### config.mk
export PLATFORM = sky130hd
export DESIGN_NAME = silm_top
export DESIGN_NICKNAME = d
export VERILOG_FILES = /design/src/silm_pkg.sv /design/src/silm_sticky_if.sv /design/src/silm_top.sv /design/src/silm_sticky_bank.sv /design/src/silm_lock_gen.sv
export VERILOG_INCLUDE_DIRS = /design/src
export SDC_FILE = /design/constraint.sdc
export NUM_CORES = 1
export LEC_CHECK = 0
export ABC_AREA = 1
export BUFFER_PORTS_ARGS = -buffer_cell sky130_fd_sc_hd__buf_4
export CORE_AREA = 4 4 116 118
export CTS_BUF_LIST = sky130_fd_sc_hd__clkbuf_8
export CTS_CLUSTER_DIAMETER = 120
export DETAILED_ROUTE_END_ITERATION = 12
export DIE_AREA = 0 0 120 122
export PLACE_DENSITY = 0.61
export SYNTH_ARGS = -nofsm -noshare
export SYNTH_HDL_FRONTEND = slang
export SYNTH_HIERARCHICAL = 1
export SYNTH_SLANG_ARGS = --single-unit
### constraint.sdc
create_clock -name CLK -period 2.1 [get_ports CLK]
set_input_delay 0.42 -clock CLK [delete_from_list [all_inputs] [get_ports CLK]]
set_output_delay 0.42 -clock CLK [all_outputs]
set_load 0.05 [all_outputs]
### src/silm_defs.svh
`ifndef SILM_DEFS_SVH
`define SILM_DEFS_SVH
`define SILM_OFS_STATUS 12'h000
`define SILM_OFS_STICKY 12'h004
`define SILM_OFS_IRQ_EN 12'h008
`define SILM_OFS_CONFIG 12'h00C
`define SILM_OFS_OUT_EN 12'h010
`define SILM_OFS_IRQ_STAT 12'h014
`define SILM_OFS_IRQ_CLR 12'h018
`define SILM_OFS_IRQ_MASK 12'h01C
`define SILM_NUM_STICKY 8
`define SILM_RST_STICKY 8'h00
`define SILM_RST_IRQ_EN 8'h00
`define SILM_RST_CONFIG 8'h00
`define SILM_RST_OUT_EN 8'h00
`define SILM_CFG_MASK_BIT 0
`define SILM_CFG_FIRST_PLL_BYPASS_BIT 1
`define SILM_CFG_SYNTH_PLL_BYPASS_BIT 2
`define SILM_CFG_MODE_LSB 3
`define SILM_EV_WRITE 0
`define SILM_EV_STICKY 1
`endif

### src/silm_pkg.sv
package silm_pkg;
  typedef enum logic [1:0] {
    SILM_MODE_MANUAL,
    SILM_MODE_SHORT_HOLD,
    SILM_MODE_AUTO_HOLD,
    SILM_MODE_AUTO
  } silm_mode_t;
endpackage : silm_pkg

### src/silm_sticky_if.sv
`timescale 1ns/100ps
`include "silm_defs.svh"
interface silm_sticky_if;
  logic [`SILM_NUM_STICKY-1:0] cond;
  logic [`SILM_NUM_STICKY-1:0] clr;
  logic [`SILM_NUM_STICKY-1:0] sticky;
  modport ctrl (output cond, output clr, input sticky);
  modport bank (input cond, input clr, output sticky);
endinterface : silm_sticky_if

### src/silm_top.sv
`timescale 1ns/100ps
`include "silm_defs.svh"
// Operation
// - Momentary status bits are read-only, show live condition, writes ignored.
// - Sticky copies set by condition, held until software writes one.
// - Write-one clear fails while condition persists; bit sets again.
// - Each sticky bit has an enable; zero masks it from interrupt.
// - Interrupt held while any enabled sticky bit is set.
// - Four inputs active/LOS and holdover bits, each sticky with enable.
// - First PLL lock bit, one when locked, sticky with enable.
// - VCO calibration pending bit reads one until done, no sticky.
// - Reference valid bit; manual modes track the selected input.
// - Auto-hold: lost if selected input lost during holdover, or none valid; auto: none valid.
// - Lock output high only if synth locked and first locked or excluded.
// - Mask bit excludes first PLL lock from lock output.
// - First PLL bypass also excludes first PLL lock.
// - Deterministic delay only with first bypass 0 and synth bypass 1.
// - Reset loads all defaults, including sticky and enable bits.
// - Clock and sysref outputs disabled after reset until enabled.
module silm_top
  import silm_pkg::*;
(
  input wire logic CLK,
  input wire logic RST,
  input wire logic PSEL,
  input wire logic PENABLE,
  input wire logic PWRITE,
  input wire logic [11:0] PADDR,
  input wire logic [31:0] PWDATA,
  output logic [31:0] PRDATA,
  output logic PREADY,
  output logic PSLVERR,
  input wire logic [3:0] INPUT_ACTIVE,
  input wire logic FIRST_PLL_LOCKED,
  input wire logic SYNTH_PLL_LOCKED,
  input wire logic NOT_HOLDOVER,
  input wire logic VCO_CAL_PENDING,
  input wire logic [1:0] ACTIVE_INPUT_INDEX,
  output logic IRQ_OUT_N,
  output logic LOCK,
  output logic DETERMINISTIC,
  output logic [3:0] CLOCK_OUTPUTS_EN,
  output logic [3:0] SYSREF_OUTPUTS_EN,
  output logic IRQ
);
  typedef struct packed {
    logic [31:0] prdata;
    logic pready;
    logic pslverr;
    logic [7:0] irq_enable;
    logic [7:0] config_bits;
    logic [7:0] out_en;
    logic [7:0] clr;
    logic [1:0] ev_stat;
    logic [1:0] ev_mask;
    logic irq_n;
    logic irq;
    logic determ;
  } silm_top_state_t;

  silm_top_state_t s_reg;
  silm_top_state_t s_next;
  silm_sticky_if sif ();
  logic lock_q;
  logic reference_valid_now;
  logic [7:0] momentary;
  logic [7:0] sticky_view;
  logic [7:0] status_word;
  logic [7:0] enabled_hits;
  logic setup;
  logic access;
  logic wr;
  logic rd;
  logic any_inputs_valid;
  silm_mode_t mode;

  assign setup = PSEL && !PENABLE;
  assign access = PSEL && PENABLE;
  assign wr = access && PWRITE;
  assign rd = access && !PWRITE;
  assign mode = silm_mode_t'(s_reg.config_bits[`SILM_CFG_MODE_LSB +: 2]);
  assign any_inputs_valid = |INPUT_ACTIVE;

  always_comb begin
    reference_valid_now = 1'b1;
    case (mode)
      SILM_MODE_MANUAL, SILM_MODE_SHORT_HOLD: begin
        reference_valid_now = INPUT_ACTIVE[ACTIVE_INPUT_INDEX];
      end
      SILM_MODE_AUTO_HOLD: begin
        reference_valid_now = any_inputs_valid &&
          (INPUT_ACTIVE[ACTIVE_INPUT_INDEX] || NOT_HOLDOVER);
      end
      SILM_MODE_AUTO: begin
        reference_valid_now = any_inputs_valid;
      end
      default: begin
        reference_valid_now = 1'b1;
      end
    endcase
  end

  // Order: in0..in3, first lock, synth lock, not holdover, reference
  assign momentary = {reference_valid_now, NOT_HOLDOVER, SYNTH_PLL_LOCKED,
                      FIRST_PLL_LOCKED, INPUT_ACTIVE};
  assign sif.cond = momentary;
  assign sif.clr = s_reg.clr;
  assign sticky_view = sif.sticky;
  assign status_word = momentary;
  assign enabled_hits = sticky_view & s_reg.irq_enable;

  silm_sticky_bank u_bank (
    .clk(CLK),
    .rst(RST),
    .sif(sif)
  );

  silm_lock_gen u_lock (
    .clk(CLK),
    .rst(RST),
    .first_locked(FIRST_PLL_LOCKED),
    .synth_locked(SYNTH_PLL_LOCKED),
    .mask_first(s_reg.config_bits[`SILM_CFG_MASK_BIT]),
    .first_bypass(s_reg.config_bits[`SILM_CFG_FIRST_PLL_BYPASS_BIT]),
    .lock_q(lock_q)
  );

  always_comb begin
    s_next = s_reg;
    s_next.pready = setup;
    s_next.pslverr = 1'b0;
    s_next.clr = 8'h00;
    if (setup && !PWRITE) begin
      s_next.prdata = 32'h0000_0000;
      case (PADDR)
        `SILM_OFS_STATUS: s_next.prdata = {21'h000000, VCO_CAL_PENDING,
                                           ACTIVE_INPUT_INDEX, status_word};
        `SILM_OFS_STICKY: s_next.prdata = {24'h000000, sticky_view};
        `SILM_OFS_IRQ_EN: s_next.prdata = {24'h000000, s_reg.irq_enable};
        `SILM_OFS_CONFIG: s_next.prdata = {24'h000000, s_reg.config_bits};
        `SILM_OFS_OUT_EN: s_next.prdata = {24'h000000, s_reg.out_en};
        `SILM_OFS_IRQ_STAT: s_next.prdata = {30'h00000000, s_reg.ev_stat};
        `SILM_OFS_IRQ_MASK: s_next.prdata = {30'h00000000, s_reg.ev_mask};
        default: s_next.pslverr = 1'b1;
      endcase
    end else if (setup && PWRITE) begin
      case (PADDR)
        `SILM_OFS_STATUS: s_next.pslverr = 1'b0;
        `SILM_OFS_STICKY, `SILM_OFS_IRQ_EN, `SILM_OFS_CONFIG,
        `SILM_OFS_OUT_EN, `SILM_OFS_IRQ_CLR, `SILM_OFS_IRQ_MASK: s_next.pslverr = 1'b0;
        default: s_next.pslverr = 1'b1;
      endcase
    end
    if (wr && s_reg.pready) begin
      case (PADDR)
        `SILM_OFS_STICKY: s_next.clr = PWDATA[7:0];
        `SILM_OFS_IRQ_EN: s_next.irq_enable = PWDATA[7:0];
        `SILM_OFS_CONFIG: s_next.config_bits = PWDATA[7:0];
        `SILM_OFS_OUT_EN: s_next.out_en = PWDATA[7:0];
        `SILM_OFS_IRQ_MASK: s_next.ev_mask = PWDATA[1:0];
        `SILM_OFS_IRQ_CLR: s_next.ev_stat = s_reg.ev_stat & ~PWDATA[1:0];
        default: s_next.clr = 8'h00;
      endcase
    end
    if (wr && s_reg.pready) begin
      s_next.ev_stat[`SILM_EV_WRITE] = 1'b1;
    end
    if (|enabled_hits) begin
      s_next.ev_stat[`SILM_EV_STICKY] = 1'b1;
    end
    s_next.irq_n = ~(|enabled_hits);
    s_next.irq = |(s_next.ev_stat & s_reg.ev_mask);
    s_next.determ = !s_reg.config_bits[`SILM_CFG_FIRST_PLL_BYPASS_BIT] &&
                    s_reg.config_bits[`SILM_CFG_SYNTH_PLL_BYPASS_BIT];
    if (!(access && s_reg.pready)) begin
      s_next.pready = setup;
    end else begin
      s_next.pready = 1'b0;
    end
  end

  always_ff @(posedge CLK or posedge RST) begin
    if (RST) begin
      s_reg <= '{prdata: 32'h0000_0000, pready: 1'b0, pslverr: 1'b0,
                 irq_enable: `SILM_RST_IRQ_EN, config_bits: `SILM_RST_CONFIG,
                 out_en: `SILM_RST_OUT_EN, clr: 8'h00, ev_stat: 2'h0,
                 ev_mask: 2'h0, irq_n: 1'b1, irq: 1'b0, determ: 1'b0};
    end else begin
      s_reg <= s_next;
    end
  end

  assign PRDATA = s_reg.prdata;
  assign PREADY = s_reg.pready;
  assign PSLVERR = s_reg.pslverr;
  assign IRQ_OUT_N = s_reg.irq_n;
  assign LOCK = lock_q;
  assign DETERMINISTIC = s_reg.determ;
  assign CLOCK_OUTPUTS_EN = s_reg.out_en[3:0];
  assign SYSREF_OUTPUTS_EN = s_reg.out_en[7:4];
  assign IRQ = s_reg.irq;

  a_irq_follows: assert property (@(posedge CLK) disable iff (RST)
    (|enabled_hits) |=> !IRQ_OUT_N) else $error("irq not asserted");
  a_irq_release: assert property (@(posedge CLK) disable iff (RST)
    !(|enabled_hits) |=> IRQ_OUT_N) else $error("irq not released");
  a_ready_one: assert property (@(posedge CLK) disable iff (RST)
    setup |=> PREADY) else $error("pready late");
  a_sticky_clear: assert property (@(posedge CLK) disable iff (RST)
    (wr && PREADY && PADDR == `SILM_OFS_STICKY && PWDATA[0] && INPUT_ACTIVE[0])
    ##1 (INPUT_ACTIVE[0] && $stable(INPUT_ACTIVE[0])) |=> !sticky_view[0])
    else $error("sticky not cleared");
  a_determ_cfg: assert property (@(posedge CLK) disable iff (RST)
    (s_reg.config_bits[2:1] == 2'b10) |=> DETERMINISTIC) else $error("determ wrong");
  c_irq: cover property (@(posedge CLK) disable iff (RST) $fell(IRQ_OUT_N));
  c_lock: cover property (@(posedge CLK) disable iff (RST) $rose(LOCK));
  c_clear: cover property (@(posedge CLK) disable iff (RST) $fell(sticky_view[0]));
endmodule : silm_top

### src/silm_sticky_bank.sv
`timescale 1ns/100ps
`include "silm_defs.svh"
module silm_sticky_bank
  import silm_pkg::*;
(
  input wire logic clk,
  input wire logic rst,
  silm_sticky_if.bank sif
);
  typedef struct packed {
    logic [`SILM_NUM_STICKY-1:0] sticky;
  } silm_bank_state_t;
  silm_bank_state_t s_reg;
  silm_bank_state_t s_next;
  logic [`SILM_NUM_STICKY-1:0] cond_d_reg;

  always_ff @(posedge clk or posedge rst) begin
    if (rst) begin
      cond_d_reg <= '1;
    end else begin
      cond_d_reg <= sif.cond;
    end
  end

  always_comb begin
    s_next = s_reg;
    for (int i = 0; i < `SILM_NUM_STICKY; i++) begin
      // Fault present or changed wins over clear
      if (!sif.cond[i] || (sif.cond[i] != cond_d_reg[i])) begin
        s_next.sticky[i] = 1'b1;
      end else if (sif.clr[i]) begin
        s_next.sticky[i] = 1'b0;
      end
    end
  end

  always_ff @(posedge clk or posedge rst) begin
    if (rst) begin
      s_reg <= '{sticky: `SILM_RST_STICKY};
    end else begin
      s_reg <= s_next;
    end
  end

  assign sif.sticky = s_reg.sticky;

  a_clear_blocked: assert property (@(posedge clk) disable iff (rst)
    !sif.cond[0] |=> s_reg.sticky[0]) else $error("sticky0 cleared under fault");
endmodule : silm_sticky_bank

### src/silm_lock_gen.sv
`timescale 1ns/100ps
module silm_lock_gen
  import silm_pkg::*;
(
  input wire logic clk,
  input wire logic rst,
  input wire logic first_locked,
  input wire logic synth_locked,
  input wire logic mask_first,
  input wire logic first_bypass,
  output logic lock_q
);
  typedef struct packed {
    logic lock;
  } silm_lock_state_t;
  silm_lock_state_t s_reg;
  silm_lock_state_t s_next;

  always_comb begin
    s_next.lock = synth_locked && (first_locked || mask_first || first_bypass);
  end

  always_ff @(posedge clk or posedge rst) begin
    if (rst) begin
      s_reg <= '{lock: 1'b0};
    end else begin
      s_reg <= s_next;
    end
  end

  assign lock_q = s_reg.lock;

  a_lock_needs_synth: assert property (@(posedge clk) disable iff (rst)
    !synth_locked |=> !lock_q) else $error("lock without synth lock");
  a_lock_mask: assert property (@(posedge clk) disable iff (rst)
    (synth_locked && mask_first) |=> lock_q) else $error("mask ignored");
  a_lock_bypass: assert property (@(posedge clk) disable iff (rst)
    (synth_locked && first_bypass) |=> lock_q) else $error("bypass ignored");
endmodule : silm_lock_gen

==> key figures, run 1 <==
Final layout
  • Fraction of layout instances using a drive strength above 1: a little under a third
  • Max reg flops: 18
  • Layout area overhead: 16.0%
  • Fillers: between 1000 and 1500
  • Most common cell after layout, fill and taps aside: nand2_1
  • Diodes inserted: 0
  • Multi-input gate area: 0.00145 mm²
  • Fin area: approximately 0.0043 mm²
  • Commonest cells after routing, fill and taps aside: nand2_1 (104), buf_4 (64), dfrtp_1 (60)
  • Seq. cell area: around 0.0017 mm²
  • NumNets Final: 534

CTS
  • Clock Latency Late Sink: 0.35 ns
  • Worst-path clk slew: 0.08 ns
  • TritonCTS clock tree: yes
  • H-tree depth: 3
  • CTS sink count: 69
  • TritonCTS Buffers: 9
  • Resized cells post-CTS: 0
  • Postcts setup bufs: 0
  • Hold-fix buffers, CTS: 1
  • CTS root buf: clkbuf_8
  • Max Root-Sink Buffers: 2

Route
  • Vias per cell: ~4.3
  • TritonRoute pass-1 iters: 5
  • Drt total wl: roughly 9000 µm
  • Routed WL per cell: between 10 and 15 µm
  • Vias: between 2000 and 3000
  • DRC errors left: 0
  • Final antenna-violating net count: 0
  • 1st-iter DRT viols: approximately 130

Worst setup path
  • Worst Path Arrival: 1.05 ns
  • Buf/Inv on CP: 1
  • Worst setup path class: reg -> out
  • CP Capture Type: output port
  • Max incr delay on CP: roughly 0.52 ns
  • Worst EP required: about 1.7 ns
  • Crit-path max FO: 1
  • Crit path max-delay family: flip-flops
  • Slowest CP cell: dfstp_2
  • CP Cell Sequence: buf_4
  • Startpoint types: register

Pwr
  • Total power: 2.66 mW
  • Pleak: approximately 2.2 nW
  • Peak supply drop: between 200 and 250 µV
  • Pwr dens: 622 mW/mm²

Timing
  • Worst-Margin Slew: slightly below 0.7 ns
  • Fin crit period: around 1.5 ns
  • # setup viols final: 0
  • Max Transition Viols Final: 0
  • Final Cycle Share: 70.1%
  • Setup TNS: 0 ns
  • RSZ-0062 raised after global routing: false
  • Max_slew headroom: between 50% and 60%
  • Fin. Hold Viols: 0
  • Final clock skew: roughly 0.011 ns
  • Achievable Freq: between 600 and 700 MHz

Logic synthesis
  • Seq cells post-synth: between 60 and 70
  • Yosys Warn Count: 6
  • Distinct cell type count after synthesis: 30
  • Avg Cell Area, Syn: around 8.6 µm²
  • Post-synthesis instance total: between 400 and 500
  • Sequential share of the synthesized area: 47.2%
  • Post-Syn Area: 0.00368 mm²

Die
  • Row count: between 40 and 50
  • Die Wd: 120 µm
  • Initial core utilization: between 20% and 30%
  • # IOs: 105
  • Die height: around 120 µm
  • Die footprint: between 0.01 and 0.015 mm²
  • Core ar.: 0.0125 mm²

Global route
  • GRT Overall Usage: approximately an eighth
  • First-pass GRT wire length: 14300 µm
  • Initial antenna violation count: 0
  • GRT overflow: 0
  • Largest net degree at the start of global routing: 23
  • Vias in the first global route: ~2800

Outcome
  • Status: completed

Placement
  • Post-DP HPWL: just under 7000 µm
  • I/O Buffers: 59
  • Cell Area, Placed: 0.00408 mm²
  • GPL Wtd Cong: 0.919

Job
  • Max cap viols: 0

Worst hold path
  • Worst min path class: in -> reg
[metrics by stage]
step	hold WS [ns]	util (%)	worst slack [ns]	cells
2_1_floorplan	0.149	-	0.424	448
3_3_place_gp	0.283	32.7	0.442	635
3_5_place_dp	0.285	32.7	0.398	635
4_1_cts	0.177	34.3	0.606	652
5_1_grt	0.181	34.3	0.524	652
6_report	0.190	34.3	0.627	652
[cells by family (layout without fill, tap and decap cells)]
family | Yosys count | in the layout | synth area share, %
and+or+nand+nor | 214 | 214 | 28.5
buffers and inverters | 101 | 133 | 15.6
other | 1 | 21 | 0.102
DFF | 69 | 69 | 47.2
AOI/OAI and AO/OA | 43 | 43 | 8.60
[cells in the mapped netlist]
master	count	area share (%)
buf_8	1	0.41
nor3_1	9	1.2
o211ai_1	2	0.41
nand3_4	2	0.95
inv_1	46	4.7
o31ai_1	1	0.20
nand4_1	3	0.51
nor2_8	1	0.54
a2bb2oi_1	1	0.24
buf_4	42	8.6
buf_2	2	0.27
o21ai_0	5	0.68
or2_2	1	0.17
nand3_1	48	6.5
o21ai_2	24	5.7
nand2_1	104	11
inv_2	6	0.61
a21oi_1	3	0.41
dfrtp_1	60	41
clkbuf_1	1	0.10
nand2_4	3	0.92
nor2_2	6	1.0
nor2_4	6	1.8
buf_6	3	0.92
nand2_2	9	1.5
nand4_4	1	0.58
conb_1	1	0.10
nor2_1	21	2.1
o21ai_1	7	0.95
dfstp_2	9	6.4
[report_power, final]
| group | leakage, nW | internal, mW | switching (mW) |
|---|---|---|---|
| registers | 0.879 | 1.35 | 0.00574 |
| logic | 1.23 | 0.0727 | 0.213 |
| clock network | 0.104 | 0.520 | 0.497 |
| total | 2.21 | 1.94 | 0.716 |
[layout make-up]
type	instances	share of cell area [%]
sequential	69	40.7
multi-input combinational	278	33.9
timing repair buffer	65	11.5
clock buffer	12	3.87
inverter	52	4.57
clock inverter	4	0.527
tap	172	5.04
[layer usage]
| layer | up-vias | routed length, µm | track usage, % | part of all wire (%) |
|---|---|---|---|---|
| li1 | 1386 | - | - | - |
| met1 | 1318 | 3850 | 16.3 | 44 |
| met2 | 90 | 4190 | 20.2 | 48 |
| met3 | 13 | 647 | 2.88 | 7.4 |
| met4 | 0 | 115 | 4.51 | 1.3 |
| met5 | - | 0 | 0 | 0 |
[worst paths after layout]
path	start	to	slack, ns	cells after the start
worst max-delay path	IRQ_OUT_N	IRQ_OUT_N	0.63	1
worst min-delay path	INPUT_ACTIVE[1]	u_bank/cond_d_reg[1]	0.19	1
worst min register to register	sif.clr[0]	u_bank/sif.sticky[0]	0.47	3
worst max register to register	PREADY	SYSREF_OUTPUTS_EN[2]	0.64	5
min in group asynchronous	RST	u_lock/lock_q	0.50	3
max in group asynchronous	RST	IRQ_OUT_N	0.79	4
Power figures use the tool's default switching activity.
==> run 2, diff against run 1 <==
Settings changed: ABC_AREA 1 to 0, CORE_AREA 4 4 116 118 to 4 4 111 113, DIE_AREA 0 0 120 122 to 0 0 115 117, PLACE_DENSITY 0.61 to 0.64.
Clock period 2.1 ns to 1.35 ns, I/O delays scaled along.
==> key figures, run 2 <==
Global route
  • GRT overflow: 0 (unchanged)
  • First-pass GRT wire length: 14300 µm (+0.39%)
  • GRT Overall Usage: 14.2% (+1.8 points)
  • Initial antenna violation count: 0 (unchanged)
  • Largest net degree at the start of global routing: 24 (+4.3%)
  • Vias in the first global route: 2536 (-11%)

Timing
  • RSZ-0062 raised after global routing: true
  • Hold WS: 0.0569 ns (-0.133 ns)
  • Final worst slack: -0.0880 ns (-0.715 ns)
  • Final clock skew: 0.00826 ns (-0.00256 ns)
  • Max Transition Viols Final: 0 (unchanged)
  • # setup viols final: 25 (+25)
  • Final Cycle Share: 107%
  • Fin crit period: about 1.4 ns
  • Achievable Freq: a little under 700 MHz
  • Fin. Hold Viols: 0 (unchanged)

Worst setup path
  • Startpoint types: register
  • R2r setup slk: -0.09 ns (-0.73 ns)
  • Worst EP required: 1.58 ns (-0.10 ns)
  • Worst Path Arrival: 1.67 ns (+0.62 ns)
  • R2R depth: 5 (unchanged)
  • CP Capture Type: register
  • Crit-path max FO: 8 (+7)
  • Worst setup path class: reg -> reg
  • RR Endpoint: SYSREF_OUTPUTS_EN[1]
  • Critical R2R Launch: PREADY

Logic synthesis
  • Distinct cell type count after synthesis: 45 (+50%)
  • Post-synthesis instance total: 280 (-35%)
  • Most area-consuming cells after synthesis: dfrtp_1 (45%), buf_4 (9.2%), mux2_2 (8.7%)
  • Yosys Warn Count: 6 (unchanged)
  • Synth cell count leaders: dfrtp_1 (60), buf_4 (41), mux2_2 (26)
  • Post-synth top area share: 44.7% (+3.9 points)
  • Post-synth top area cell: dfrtp_1
  • Avg Cell Area, Syn: 12.0 µm² (+40%)
  • Primary FF master, synth: dfrtp_1
  • Seq cells post-synth: 69 (unchanged)
  • Sequential share of the synthesized area: 51.7% (+4.5 points)
  • Most common cell in the netlist: dfrtp_1
  • Post-Syn Area: 0.00336 mm² (-8.7%)
  • Post-synth ARST share: 100% (unchanged)
  • Number of flops mapped to enable cells by yosys: 0 (unchanged)

Final layout
  • Max reg flops: 18 (unchanged)
  • Commonest cells after routing, fill and taps aside: buf_4 (99), dfrtp_1 (59), conb_1 (21)
  • Most common cell after layout, fill and taps aside: buf_4
  • NumNets Final: 436 (-18%)
  • Layout area overhead: 37.7%
  • Diodes inserted: 0 (unchanged)
  • Fraction of layout instances using a drive strength above 1: 53.7% (+23 points)
  • Layout Cells excl Fill: 525 (-19%)

Route
  • Drt total wl: 9240 µm (+5.0%)
  • DRC errors left: 0 (unchanged)
  • TritonRoute pass-1 iters: 4 (-1)
  • Routed WL per cell: 17.6 µm (+30%)
  • Vias: 2451 (-13%)
  • 1st-iter DRT viols: 98 (-23%)
  • Vias per cell: 4.67 (+8.4%)
  • Final antenna-violating net count: 0 (unchanged)

Die
  • Die Wd: 115 µm (-4.2%)
  • Die height: 117 µm (-4.1%)
  • # IOs: 105 (unchanged)
  • Row count: 39 (-4.9%)
  • Die footprint: 0.0135 mm² (-8.1%)
  • Core ar.: 0.0113 mm² (-9.2%)
  • Initial core utilization: 29.7% (+0.16 points)

Placement
  • I/O Buffers: 59 (unchanged)
  • Placed Cells incl. Taps: 507 (-20%)
  • GPL Wtd Cong: 0.835 (-9.2%)
  • Post-DP HPWL: 7020 µm (+3.9%)

Outcome
  • Status: finished with violations
  • Failing checks: setup timing

Pwr
  • Pleak: 2.24 nW (+1.0%)
  • Peak supply drop: 565 µV (+140%)
  • Pwr dens: 959 mW/mm² (+54%)

Worst hold path
  • Hold depth: 1 (unchanged)
  • Hold Startpoint: FIRST_PLL_LOCKED
  • Hold EP: u_bank/cond_d_reg[4]
  • Worst min path class: in -> reg

CTS
  • Worst-path clk slew: 0.07 ns (about the same)
  • H-tree depth: 3 (unchanged)
  • CTS sink count: 69 (unchanged)
  • CTS root buf: clkbuf_8
  • Clock Latency Late Sink: 0.35 ns (about the same)
  • Max Root-Sink Buffers: 2 (unchanged)
  • TritonCTS clock tree: yes
  • TritonCTS Buffers: 9 (unchanged)

Job
  • Max cap viols: 0 (unchanged)
[run 2: worst max-delay path by stage]
| stage | start | to | slack [ns] |
|---|---|---|---|
| 3_5_place_dp | PADDR[9] | PRDATA[2] | -0.44 |
| 4_1_cts | PREADY | SYSREF_OUTPUTS_EN[1] | -0.09 |
| 5_1_grt | PREADY | SYSREF_OUTPUTS_EN[1] | -0.14 |
| 2_1_floorplan | PREADY | CLOCK_OUTPUTS_EN[0] | -0.34 |
| 3_3_place_gp | PADDR[9] | SYSREF_OUTPUTS_EN[0] | -0.39 |
| 6_report | PREADY | SYSREF_OUTPUTS_EN[1] | -0.09 |
[run 2: layer usage]
metal / track usage (%) / part of all wire, % / vias up
li1: - / - / 1139
met1: 18.8 / 42 / 1217
met2: 23.0 / 49 / 84
met3: 4.42 / 7.4 / 11
met4: 3.60 / 1.3 / 0
met5: 0 / 0 / -
[run 2: worst max-delay path, stage by stage (launching register included)]
cell and delay [ns]:
dfrtp_2 0.37, and4_4 0.24, nand2_4 0.07, nor3_4 0.16
buf_12 0.17, mux2_4 0.30
[run 2: power by group]
group          leakage (nW)  internal [mW]  switching (mW)  total, mW
logic                  1.25          0.196           0.348      0.544
clock network         0.112          0.995           0.787       1.78
registers             0.878           2.10          0.0118       2.11
total                  2.24           3.29            1.15       4.44
[run 2: per-stage QoR]
step                setup slack, ns  utilization (%)  TNS [ns]  area (µm²)  total power, mW
finish                      -0.0880             40.9     -1.17        4630             4.44
global placement             -0.391             37.2    -15.69        4220             2.67
global route                 -0.143             40.9     -2.82        4630             4.62
detailed placement           -0.437             37.2    -16.31        4220             2.68
CTS                         -0.0877             40.2     -1.08        4550             4.47
floorplan                    -0.344                -     -7.82        3510             2.48
[run 2: cell families (layout without fill, tap and decap cells)]
logic type | count (synthesis) | count (layout) | synth area share (%)
muxes | 36 | 36 | 12.4
AOI/OAI and AO/OA | 56 | 56 | 13.3
other | 1 | 21 | 0.112
and+or+nand+nor | 59 | 59 | 11.0
DFF | 69 | 69 | 51.7
buffers and inverters | 59 | 141 | 11.5
[run 2: area by class of cell]
class	count	area, µm²
Clock buffer	12	165
Clock inverter	4	45.0
Timing Repair Buffer	113	930
Tap cell	143	179
Sequential cell	69	1740
Inverter	12	48.8
Multi-Input combinational cell	172	1520
Fill cell	1080	6690
[run 2: what timing repair did]
action	CTS	global route
pin swaps	7	16
hold endpoints to repair	21	0
setup endpoints to repair	43	47
buffers inserted	0	1
hold buffers	1	0
resized for setup	30	22
